$ cat config.mk
export PLATFORM = sky130hd
export DESIGN_NAME = iat_ignition_advance_timing
export DESIGN_NICKNAME = d
export VERILOG_FILES = /design/src/iat_pkg.sv /design/src/iat_ignition_advance_timing.sv
export SDC_FILE = /design/constraint.sdc
export NUM_CORES = 1
export LEC_CHECK = 0
export CORE_AREA = 2 2 316 318
export DETAILED_ROUTE_END_ITERATION = 8
export DIE_AREA = 0 0 318 320
export DONT_BUFFER_PORTS = 1
export SLEW_MARGIN = 25
export SYNTH_ARGS = -nofsm -noshare
export SYNTH_HDL_FRONTEND = slang
export SYNTH_SLANG_ARGS = --single-unit
$ cat constraint.sdc
create_clock -name ref_clk_i -period 9.8 [get_ports ref_clk_i]
set_input_delay 1.96 -clock ref_clk_i [delete_from_list [all_inputs] [get_ports ref_clk_i]]
set_output_delay 1.96 -clock ref_clk_i [all_outputs]
set_load 0.05 [all_outputs]
$ cat src/iat_pkg.sv
/*
 ignition advance timing constants: timer width, prescale, speed thresholds,
 gate pulse width. assumes a 100 MHz system clock.
*/
package iat_pkg;
   localparam int unsigned CLK_HZ          = 100_000_000;
   localparam int unsigned TMR_W           = 16;
   // timer tick = 1 us; 16 bits cover periods up to 65.5 ms (~916 rpm)
   localparam int unsigned TICK_NS         = 1000;
   localparam int unsigned TICK_CYC        = (TICK_NS * (CLK_HZ / 1_000_000)) / 1000;
   localparam int unsigned US_PER_MIN      = 60_000_000;
   localparam logic [15:0] RPM_LOW         = 16'h0bb8;
   localparam logic [15:0] RPM_HIGH        = 16'h1f40;
   localparam int unsigned GATE_US         = 100;
   localparam int unsigned GATE_CYC        = (GATE_US * (CLK_HZ / 1_000_000) > 0) ?
                                             GATE_US * (CLK_HZ / 1_000_000) : 1;
   localparam logic [15:0] PERIOD_RST      = 16'hffff;
   localparam logic [4:0]  MAX_ADV_DEG     = 5'h19;
endpackage

$ cat src/iat_ignition_advance_timing.sv
/*
 ignition advance timing: measures pulser period, picks firing point,
 drives thyristor gate and analog bypass switch.
 assumes shaped pulser inputs are clean, one-cycle-or-longer levels
 synchronous to ref_clk_i.
*/
// Contract
// - low speed: fire on negative pulse
// - high speed: fire on positive pulse
// - mid speed: advance proportional to speed
// - 16-bit timer measures pulse period
// - mid speed: fire after delay from positive
// - bypass switch asserted once operational
// - then device is sole firing source
// - spark drives thyristor gate pulse
`timescale 1ns/1ns
`default_nettype none
module iat_ignition_advance_timing
   import iat_pkg::*;
(
   input  wire logic        ref_clk_i,
   input  wire logic        rst_b_i,
   input  wire logic        pulse_pos_i,
   input  wire logic        pulse_neg_i,
   output logic             scr_gate_o,
   output logic             analog_bypass_switch_o,
   output logic [15:0]      rpm_o
);
   ////////////////////////////////////////////////////////////////
   logic       rst_s1_b_reg;
   logic       rst_b_reg;
   always_ff @(posedge ref_clk_i or negedge rst_b_i) begin
      if (!rst_b_i) begin
         rst_s1_b_reg <= 1'b0;
         rst_b_reg    <= 1'b0;
      end else begin
         rst_s1_b_reg <= 1'b1;
         rst_b_reg    <= rst_s1_b_reg;
      end
   end

   ////////////////////////////////////////////////////////////////
   logic pos_d_reg;
   logic neg_d_reg;
   logic pos_edge;
   logic neg_edge;
   always_ff @(posedge ref_clk_i or negedge rst_b_reg) begin
      if (!rst_b_reg) begin
         pos_d_reg <= 1'b0;
         neg_d_reg <= 1'b0;
      end else begin
         pos_d_reg <= pulse_pos_i;
         neg_d_reg <= pulse_neg_i;
      end
   end
   assign pos_edge = pulse_pos_i & ~pos_d_reg;
   assign neg_edge = pulse_neg_i & ~neg_d_reg;

   ////////////////////////////////////////////////////////////////
   // microsecond tick prescaler
   logic [7:0] pre_reg;
   logic       tick;
   assign tick = (pre_reg == 8'(TICK_CYC - 1));
   always_ff @(posedge ref_clk_i or negedge rst_b_reg) begin
      if (!rst_b_reg) begin
         pre_reg <= 8'h00;
      end else begin
         pre_reg <= tick ? 8'h00 : pre_reg + 8'h01;
      end
   end

   ////////////////////////////////////////////////////////////////
   // period timer, saturates so a stalled engine reads as slowest
   logic [TMR_W-1:0] tmr_reg;
   logic [TMR_W-1:0] period_reg;
   logic             have_period_reg;
   always_ff @(posedge ref_clk_i or negedge rst_b_reg) begin
      if (!rst_b_reg) begin
         tmr_reg         <= 16'h0000;
         period_reg      <= PERIOD_RST;
         have_period_reg <= 1'b0;
      end else if (pos_edge) begin
         period_reg      <= tmr_reg;
         have_period_reg <= 1'b1;
         tmr_reg         <= 16'h0000;
      end else if (tick && tmr_reg != 16'hffff) begin
         tmr_reg <= tmr_reg + 16'h0001;
      end
   end

   ////////////////////////////////////////////////////////////////
   // rpm = 60e6 / period_us; one divider, iterative, 32 cycles
   logic [31:0] div_rem_reg;
   logic [31:0] div_quo_reg;
   logic [5:0]  div_cnt_reg;
   logic        div_busy_reg;
   logic [15:0] rpm_reg;
   logic [32:0] div_trial;
   assign div_trial = {div_rem_reg, div_quo_reg[31]} - {17'h00000, period_reg};
   always_ff @(posedge ref_clk_i or negedge rst_b_reg) begin
      if (!rst_b_reg) begin
         div_rem_reg  <= 32'h00000000;
         div_quo_reg  <= 32'h00000000;
         div_cnt_reg  <= 6'h00;
         div_busy_reg <= 1'b0;
         rpm_reg      <= 16'h0000;
      end else if (pos_edge) begin
         div_rem_reg  <= 32'h00000000;
         div_quo_reg  <= 32'(US_PER_MIN);
         div_cnt_reg  <= 6'h20;
         div_busy_reg <= (tmr_reg != 16'h0000);
      end else if (div_busy_reg) begin
         if (!div_trial[32]) begin
            div_rem_reg <= div_trial[31:0];
            div_quo_reg <= {div_quo_reg[30:0], 1'b1};
         end else begin
            div_rem_reg <= {div_rem_reg[30:0], div_quo_reg[31]};
            div_quo_reg <= {div_quo_reg[30:0], 1'b0};
         end
         div_cnt_reg <= div_cnt_reg - 6'h01;
         if (div_cnt_reg == 6'h01) begin
            div_busy_reg <= 1'b0;
         end
      end else if (div_cnt_reg == 6'h00 && have_period_reg) begin
         rpm_reg <= (div_quo_reg[31:16] != 16'h0000) ? 16'hffff : div_quo_reg[15:0];
      end
   end
   assign rpm_o = rpm_reg;

   ////////////////////////////////////////////////////////////////
   // delay from positive pulse: window (pos->neg span) times (1 - frac),
   // frac = (rpm-low)/(high-low); approximated by linear interpolation on
   // the 25 degree window measured in timer ticks
   logic [15:0] win_reg;
   logic [15:0] win_cnt_reg;
   logic        in_win_reg;
   always_ff @(posedge ref_clk_i or negedge rst_b_reg) begin
      if (!rst_b_reg) begin
         win_reg     <= 16'hffff;
         win_cnt_reg <= 16'h0000;
         in_win_reg  <= 1'b0;
      end else if (pos_edge) begin
         in_win_reg  <= 1'b1;
         win_cnt_reg <= 16'h0000;
      end else if (neg_edge && in_win_reg) begin
         in_win_reg <= 1'b0;
         win_reg    <= win_cnt_reg;
      end else if (in_win_reg && tick && win_cnt_reg != 16'hffff) begin
         win_cnt_reg <= win_cnt_reg + 16'h0001;
      end
   end

   function automatic logic [15:0] iat_delay(input logic [15:0] rpm, input logic [15:0] win);
      logic [31:0] num;
      num = 32'(RPM_HIGH - rpm) * 32'(win);
      return 16'(num / 32'(RPM_HIGH - RPM_LOW));
   endfunction

   typedef enum logic [1:0] {
      IAT_LOW  = 2'b00,
      IAT_MID  = 2'b01,
      IAT_HIGH = 2'b10
   } iat_mode_e;
   iat_mode_e mode;
   always_comb begin
      if (rpm_reg <= RPM_LOW) begin
         mode = IAT_LOW;
      end else if (rpm_reg >= RPM_HIGH) begin
         mode = IAT_HIGH;
      end else begin
         mode = IAT_MID;
      end
   end

   // a turn keeps the mode seen at its positive edge, so a fresh rpm landing
   // mid-turn cannot drop the spark due at the negative edge
   iat_mode_e rev_mode_reg;
   always_ff @(posedge ref_clk_i or negedge rst_b_reg) begin
      if (!rst_b_reg) begin
         rev_mode_reg <= IAT_LOW;
      end else if (pos_edge) begin
         rev_mode_reg <= mode;
      end
   end

   ////////////////////////////////////////////////////////////////
   logic [15:0] dly_reg;
   logic        dly_run_reg;
   logic        fire;
   always_ff @(posedge ref_clk_i or negedge rst_b_reg) begin
      if (!rst_b_reg) begin
         dly_reg     <= 16'h0000;
         dly_run_reg <= 1'b0;
      end else if (pos_edge && mode == IAT_MID) begin
         dly_reg     <= iat_delay(rpm_reg, win_reg);
         dly_run_reg <= 1'b1;
      end else if (dly_run_reg && (dly_reg == 16'h0000 || neg_edge)) begin
         dly_run_reg <= 1'b0;
      end else if (dly_run_reg && tick) begin
         dly_reg <= dly_reg - 16'h0001;
      end
   end

   always_comb begin
      fire = 1'b0;
      if (pos_edge) begin
         fire = (mode == IAT_HIGH);
      end else begin
         case (rev_mode_reg)
            IAT_LOW:  fire = neg_edge;
            // neg pulse backstops a late delay so a spark is never skipped
            IAT_MID:  fire = dly_run_reg && (dly_reg == 16'h0000 || neg_edge);
            default:  fire = 1'b0;
         endcase
      end
   end

   ////////////////////////////////////////////////////////////////
   logic [15:0] gate_cnt_reg;
   logic        gate_reg;
   always_ff @(posedge ref_clk_i or negedge rst_b_reg) begin
      if (!rst_b_reg) begin
         gate_cnt_reg <= 16'h0000;
         gate_reg     <= 1'b0;
      end else if (fire && analog_bypass_switch_o) begin
         gate_cnt_reg <= 16'(GATE_CYC - 1);
         gate_reg     <= 1'b1;
      end else if (gate_cnt_reg != 16'h0000) begin
         gate_cnt_reg <= gate_cnt_reg - 16'h0001;
      end else begin
         gate_reg <= 1'b0;
      end
   end
   assign scr_gate_o = gate_reg;

   // operational once out of reset: analog path stays disabled thereafter
   logic bypass_reg;
   always_ff @(posedge ref_clk_i or negedge rst_b_reg) begin
      if (!rst_b_reg) begin
         bypass_reg <= 1'b0;
      end else begin
         bypass_reg <= 1'b1;
      end
   end
   assign analog_bypass_switch_o = bypass_reg;
endmodule
`default_nettype wire

Word level (Yosys, flattened, before mapping) --
Index checks and enable logic that the tools add are counted. W data, S select, Z words.
Word-level totals: flip-flop bits (word level) 202, bits of input ports 4, output and inout bits 18, word-level logic and storage cells 110
Operators by class: add/sub/neg operators 8, multipliers 1, divide/modulo/power cells 1, magnitude comparators 2, equal/unequal tests 10, mux-type cells 33, bitwise operators 6, reduce and logical (&&, ||, !) cells 27
Operators with widths (number):
- $mux W16 | 11
- $mux W32 | 5
- $reduce_bool A16 Y1 | 3
- $sub A33 B16 Y33 | 1
- $add A16 B1 Y16 const B | 2
- $div A32 B13 Y32 const B | 1
- $mul A17 B17 Y32 | 1
- $ne A16 B16 Y1 const B | 2
- $sub A16 B1 Y16 const B | 2
- $sub A13 B16 Y17 const A | 1
- $ge A16 B13 Y1 const B | 1
- $le A16 B12 Y1 const B | 1
- $logic_not A16 Y1 | 1
- $reduce_bool A2 Y1 | 7
- $mux W6 | 2
- $mux W1 | 11
- $logic_and A1 B1 Y1 | 9
- $add A8 B1 Y8 const B | 1
- $eq A8 B7 Y1 const B | 1
- $mux W8 | 1
- $eq A6 B1 Y1 const B | 1
- $logic_not A6 Y1 | 1
- $ne A2 B2 Y1 const B | 3
- $reduce_and A2 Y1 | 3
- other kinds (10) | 16

Longest topological paths before layout --
Gate-level depths: netlist of the first run.
depth in word-level cells 8, mapped depth 96, gate-level depth less buffers 82

Worst setup path after synthesis of the first run --
OpenSTA, ideal clock, no wires.
kind register to register, start point reg rpm_reg[0] (netlist: rpm_o[0]), end point reg dly_reg[0], setup time 0.151 ns, data arrival time 22.572 ns, required time 9.649 ns, path slack -12.923 ns, cell stages (with the launch flop) 87, path buffers 6, clock period less this slack 22.723 ns, cell sequence dfrtp_1 -> clkbuf_1 -> inv_1 -> ha_1 -> nand2b_1 -> o41ai_1 -> and2_1 -> and3b_1 -> xnor2_1 -> clkbuf_1 -> and2_1 -> fa_1 -> fa_1 -> inv_1 -> fa_1 -> inv_1 -> fa_1 -> fa_1 -> [... 51 more ...] -> nor2_1 -> o32ai_1 -> a22oi_1 -> o311ai_4 -> o31ai_2 -> or3_1 -> and3_1 -> a2111o_1 -> maj3_2 -> a211o_1 -> o2111ai_1 -> nand2_2 -> maj3_2 -> maj3_1 -> a211oi_1 -> nor3b_1 -> o221ai_1 -> a221oi_2
On the way: word-level cells in the longest chain between the ends 7, elaborated cells between the ends (all ways) 13, those cells by class add/sub: 1; mul: 1; div: 1; order compare: 2; eq/ne: 2; mux: 3; reduce/logical: 3
RTL lines:
- start: declaration | RTL line iat_ignition_advance_timing.sv:97 | logic [15:0] rpm_reg;
- start signal: assignment | RTL line iat_ignition_advance_timing.sv:125 | rpm_reg <= (div_quo_reg[31:16] != 16'h0000) ? 16'hffff : div_quo_reg[15:0];
- branches (longest 7 deep; another with $mul A17 B17 Y32)
- end signal: assignment | RTL line iat_ignition_advance_timing.sv:195 | dly_reg <= iat_delay(rpm_reg, win_reg);
- end signal: assignment | RTL line iat_ignition_advance_timing.sv:200 | dly_reg <= dly_reg - 16'h0001;
- end: declaration | RTL line iat_ignition_advance_timing.sv:187 | logic [15:0] dly_reg;
Several ways; the timed one is not identified. A chain may end at the register's enable or synchronous reset.

Worst setup path in the final report of the first run --
start point reg rpm_reg[1] (netlist: rpm_o[1]), end point reg dly_reg[0]
The elaborated chain is that of the path after synthesis.

==> results of run 1 <==
==> final cells by class <==
cell class	instances	area, sq um	share of cell area
multi-input cells	2601	24100	0.589
repair buffers	962	7770	0.190
flip-flops and latches	202	5110	0.125
well taps	1287	1610	0.0394
inverters	403	1520	0.0372
clock buffers	33	643	0.0157
clock inverters	8	138	0.00337
==> worst max-delay path: cells and delay by family (launching register included) <==
family | cells | cell delay (ns)
multiplexers | 4 | 0.97
AO/OA/AOI/OAI | 36 | 8.87
XOR/XNOR | 3 | 0.41
adder cells (fa/ha/maj) | 9 | 3.66
flip-flops | 1 | 0.40
AND/OR/NAND/NOR | 23 | 5.16
buffers and inverters | 15 | 1.98
==> routing by layer <==
layer  routed length [um]  vias up  share of wire  global-route usage
met5                    0        -              0                   0
met4                 1270        0          0.016              0.0241
met3                 3550       89          0.043              0.0239
met2                39600      377           0.48               0.267
met1                37600    13300           0.46               0.211
li1                     -    13200              -                   -
==> synthesized netlist by cell type (all sizes together), types with 26 or more instances <==
master and count:
nor3 79, dfrtp 170, xnor2 137, mux2i 73, a211oi 69, nor2 258
or3 38, nand2b 29, a21oi 142, buf 26, a31oi 41, and2 173
clkbuf 92, xor2 98, nand2 306, ha 107, dfstp 32, fa 268
nand3 86, o21ai 132, a21o 52, mux2 29, nor4 43, inv 403
==> power by group through the flow <==
stage	sequential [mW]	clock [mW]	combinational (mW)
3_5_place_dp	1.03	0	6.53
6_report	1.02	0.915	8.23
3_3_place_gp	1.03	0	6.49
4_1_cts	1.02	0.941	7.15
2_1_floorplan	1.16	0	3.49
5_1_grt	1.03	0.977	8.89
==> path summary, 6_finish.rpt <==
kind	end	slack, ns	cells past startpoint
max	dly_reg[0]	-11.76	90
min	rst_b_reg	0.35	0
max reg2reg	dly_reg[0]	-11.76	90
min reg2reg	rst_b_reg	0.35	0
max in group asynchronous	rpm_o[0]	8.08	1
min in group asynchronous	div_rem_reg[23]	0.43	0
==> logic make-up (layout without fill, tap and decap cells) <==
family	count (synthesis)	count (layout)
AND/OR/NAND/NOR	1129	1129
AO/OA/AOI/OAI	750	750
buffers and inverters	521	1406
adder cells (fa/ha/maj)	383	383
XOR/XNOR	235	235
flip-flops	202	202
multiplexers	102	102
other	1	2
==> repair_timing <==
| action | in CTS | in global routing |
|---|---|---|
| pin swaps | 141 | 147 |
| gates resized for setup | 215 | 228 |
| gates cloned | 0 | 1 |
| buffers inserted | 68 | 78 |
| endpoints found under the setup margin | 16 | 16 |
==> reports/metrics.cfg, run 1 <==
[setup_path]
endpoint_kind=flop
required_ns=10.26
critPathMostFrequentCell=buf_6
crit_fanout=8
crit_type=reg2reg
cp_slowest_cell=fa_1
cp-start-kind=flop
crit_path_start=rpm_o[1]
slowest_delay_ns=0.54
critPathArrivalTime_ns=22.02
r2r-start=rpm_o[1]

[power]
swShare=0.436
intPower_mw=5.73
power_leakage_nw=18.6
irDropWorstVdd_mv=0.591
p_total_mw=10.2
seq_power_share=0.100
powerDensity_mw_per_mm2=249
switchingPower_mw=4.44
power_frac_clock=0.090
comb_power_share=0.810

[global_routing]
grt_max_degree=141
grt_pass1_vias=27200
grt_pass1_wl_mm=135
antenna_found_initial=0
grtUsageTotal=0.156
grt.overflow.total=0

[placed_design]
dpl.hpwl_mm=63.2
placed_cells=5315
io_buffers=0
dpl-instance-area_sq_mm=0.0367
gp_congestion=0.873
dp_worst_setup_slack_ns=-12.51

[sta]
fin_worst_skew_ns=0.0157
finalCriticalPeriod_ns=21.56
hold_viol_final=0
worstMarginPinSlew_ns=0.847
drv_slew=0
fmax_ghz=0.0464
setup_tns_ns=-104.36
maxSlewHeadroom=0.435
fin_ws_ns=-11.76
period_share=2.20
grt_setup_unrepaired=yes
fin_hold_ws_ns=0.352
setup_viol_count_final=16

[routing]
dr_total_vias=27000
antenna_left=0
avgViaCountPerCell=4.91
wire_per_inst_um=14.9
drc=0
initialDrtViolationCount=1453
wl_mm=82.1
dr.pass1.iters=5

[logic_synthesis]
synth_xor_area_frac=0.0736
synth-edff-count=0
synth_top_family_by_area=adder cells
ys_warn_count=0
yosys-top-cells-area=fa_1 (19%), dfrtp_1 (15%), inv_1 (5.3%)
synthAdderAreaFrac=0.240
syn_area_per_cell_sq_um=8.51
synth_top_area_frac=0.190
synth-simple-area-share=0.197
synthFlopType=dfrtp_1
ys_types=130
synth_top_area_cell=fa_1
syn_area_sq_mm=0.0283
synth-compound-area-share=0.201
yosysSeqAreaShare=0.180
synthCells=3323
synthMuxAreaShare=0.0377
synth_async_sr_flop_share=1.00
synth-seq-cells=202

[finish]
mostFrequentLayoutCells=buf_4 (871), inv_1 (391), nand2_1 (290)
fin_cells=5496
final_nets=4572
fill_cells=9475
fin_area_sq_mm=0.0409
num_antenna_cells=0
drive_gt1_frac=0.368
mostFrequentLayoutCell=buf_4
syn_to_final_growth_pct=44.5
fin_util=0.417

[floorplanning]
ios=22
fp.dieH_um=320
die-area_sq_mm=0.102
start_util=0.289
die_width_um=318
rows=115
coreArea_sq_mm=0.0980

[run_status]
status=finished, violations left
violations=setup timing

[clock_tree]
clock-sinks=202
cts_tree=yes
clockBufferDepth=3
clk_latency_ns=0.55
cts_buffers=23
clk_pin_slew_ns=0.07
cts-root-buf=clkbuf_16
htree_levels=1
cts_hold_buffers=0

[min_path]
min-delay-start=rst_s1_b_reg
min_path_type=reg2reg

[flow_run]
max_cap_violations=0

Note: power is estimated with default switching activity, not from simulation.
==> run 2: changes to the inputs <==
SKIP_LAST_GASP = 1   (was not set)
==> run 2 against run 1 <==
  * The run still ends with setup timing left
  * Sequential power is essentially flat
  * Via count shrank 0.20%
  * Combinational power shrank 1%
==> reports/metrics.cfg, run 2 (synthesis results as in run 1) <==
[run_status]
status=finished, violations left  ; unchanged
violations=setup timing  ; unchanged

[floorplanning]
die_width_um=318  ; unchanged
fp.dieH_um=320  ; unchanged
start_util=0.289  ; unchanged
rows=115  ; unchanged
die-area_sq_mm=0.102  ; unchanged
ios=22  ; unchanged
coreArea_sq_mm=0.0980  ; unchanged

[sta]
finalCriticalPeriod_ns=21.58  ; was 21.56 ns
drv_slew=0  ; unchanged
maxSlewHeadroom=0.435  ; about the same
worstMarginPinSlew_ns=0.848  ; was 0.847 ns
setup_tns_ns=-103.62  ; was -104.36 ns
fin_ws_ns=-11.78  ; was -11.76 ns
grt_setup_unrepaired=yes  ; unchanged
period_share=2.20  ; about the same
fmax_ghz=0.0463  ; was 0.0464 GHz
setup_viol_count_final=16  ; unchanged
fin_worst_skew_ns=0.0148  ; was 0.0157 ns
hold_viol_final=0  ; unchanged

[clock_tree]
clockBufferDepth=3  ; unchanged
clock-sinks=202  ; unchanged
cts_hold_buffers=0  ; unchanged
clk_pin_slew_ns=0.07  ; about the same
cts_buffers=23  ; unchanged
clk_latency_ns=0.55  ; about the same
cts_tree=yes  ; unchanged
htree_levels=1  ; unchanged
cts-root-buf=clkbuf_16  ; unchanged

[setup_path]
critPathArrivalTime_ns=21.99  ; was 22.02 ns
cp_slowest_cell=fa_2  ; was fa_1
critPathTopFamily=compound AO/OA/AOI/OAI gates  ; unchanged
path_buf_inv=19  ; was 15
required_ns=10.21  ; was 10.26 ns
crit_fanout=8  ; unchanged
slowest_delay_ns=0.53  ; was 0.54 ns
critPathMostFrequentCell=buf_4  ; was buf_6
crit_type=reg2reg  ; unchanged
cp-start-kind=flop  ; unchanged
endpoint_kind=flop  ; unchanged

[global_routing]
grtUsageTotal=0.156  ; about the same
grt_max_degree=141  ; unchanged
grt.overflow.total=0  ; unchanged
grt_pass1_wl_mm=135  ; about the same
grt_pass1_vias=27100  ; was 27200
antenna_found_initial=0  ; unchanged

[power]
power_frac_clock=0.091  ; was 0.090
power_leakage_nw=18.5  ; was 18.6 nW
swShare=0.441  ; was 0.436
comb_power_share=0.808  ; was 0.810
switchingPower_mw=4.43  ; was 4.44 mW
seq_power_share=0.101  ; was 0.100
irDropWorstVdd_mv=0.579  ; was 0.591 mV
intPower_mw=5.62  ; was 5.73 mW
powerDensity_mw_per_mm2=247  ; was 249 mW/mm^2

[routing]
initialDrtViolationCount=1372  ; was 1453
dr.pass1.iters=5  ; unchanged
drc=0  ; unchanged
wl_mm=81.5  ; was 82.1 mm
antenna_left=0  ; unchanged
avgViaCountPerCell=4.91  ; about the same
dr_total_vias=26900  ; was 27000
wire_per_inst_um=14.9  ; about the same

[flow_run]
max_cap_violations=0  ; unchanged

[finish]
fill_cells=9475  ; unchanged
mostFrequentLayoutCells=buf_4 (876), inv_1 (391), nand2_1 (289)  ; was buf_4 (871), inv_1 (391), nand2_1 (290)
fin_area_sq_mm=0.0407  ; was 0.0409 sq mm
drive_gt1_frac=0.364  ; was 0.368
syn_to_final_growth_pct=43.9  ; was 44.5%
final_nets=4560  ; was 4572
num_antenna_cells=0  ; unchanged
mostFrequentLayoutCell=buf_4  ; unchanged

[placed_design]
dpl-instance-area_sq_mm=0.0367  ; unchanged
gp_congestion=0.873  ; unchanged
dpl.hpwl_mm=63.2  ; unchanged
io_buffers=0  ; unchanged
dp_worst_setup_slack_ns=-12.51  ; unchanged

[min_path]
min_path_type=reg2reg  ; unchanged

[run 2: changes by cell type in the layout (fill, tap and decap cells not counted), moves of 3 or more]
cell / delta
nor3_1: +4
o21ai_2: -3
buf_4: +5
o221ai_1: -3
buf_6: -19
o21ai_1: +3
o221ai_2: +3
a21oi_1: +3
a21oi_2: -4
[run 2: through the flow]
step                hold slack (ns)  power (mW)  std cells  utilization
floorplan                     0.331        4.65       3324            -
global placement              0.332        7.52       5315        0.375
detailed placement            0.340        7.56       5315        0.375
CTS                           0.354        9.11       5422        0.400
global route                  0.354        10.8       5484        0.415
finish                        0.352        10.1       5484        0.415
[run 2: worst register-to-register path, delay by kind of cell, from the launching register on]
family / cells / cell delay, ns
adders and majority gates: 11 / 4.35
AOI/OAI and AO/OA: 36 / 8.90
and+or+nand+nor: 18 / 3.26
xor gates and xnor gates: 4 / 0.49
muxes: 5 / 1.33
DFF: 1 / 0.40
buffers and inverters: 19 / 2.70
[run 2: power groups by stage]
| stage | logic, mW | registers (mW) | clock network (mW) |
|---|---|---|---|
| 5_1_grt | 8.77 | 1.03 | 0.977 |
| 3_5_place_dp | 6.53 | 1.03 | 0 |
| 6_report | 8.12 | 1.02 | 0.916 |
| 4_1_cts | 7.15 | 1.02 | 0.941 |
| 3_3_place_gp | 6.49 | 1.03 | 0 |
| 2_1_floorplan | 3.49 | 1.16 | 0 |
[run 2: final timing paths]
path	end	start	slack, ns	cells after the start
max	dly_reg[0]	rpm_o[1]	-11.78	93
min	rst_b_reg	rst_s1_b_reg	0.35	0
max reg2reg	dly_reg[0]	rpm_o[1]	-11.78	93
min reg2reg	rst_b_reg	rst_s1_b_reg	0.35	0
max in group asynchronous	div_busy_reg	rst_b_reg	8.08	1
min in group asynchronous	div_rem_reg[23]	rst_b_reg	0.43	0
[run 2: layer usage]
metal | vias to the layer above | global-route usage | wire length, um
met4 | 0 | 0.0241 | 1160
li1 | 13200 | - | -
met3 | 86 | 0.0239 | 3370
met1 | 13300 | 0.211 | 37500
met5 | - | 0 | 0
met2 | 388 | 0.266 | 39500
[run 2: area by class of cell]
cell class / instances / area, sq um / share of cell area
sequential: 202 / 5110 / 0.125
tap: 1287 / 1610 / 0.0396
timing repair buffer: 950 / 7620 / 0.187
clock inverter: 8 / 138 / 0.00338
inverter: 403 / 1520 / 0.0373
multi-input combinational: 2601 / 24100 / 0.591
clock buffer: 33 / 643 / 0.0158
[run 2: timing repair]
item                                    CTS  global route
resized for setup                       209           202
setup buffers                            68            63
cloned                                    0             2
endpoints found under the setup margin   16            16
pin swaps                               141           148
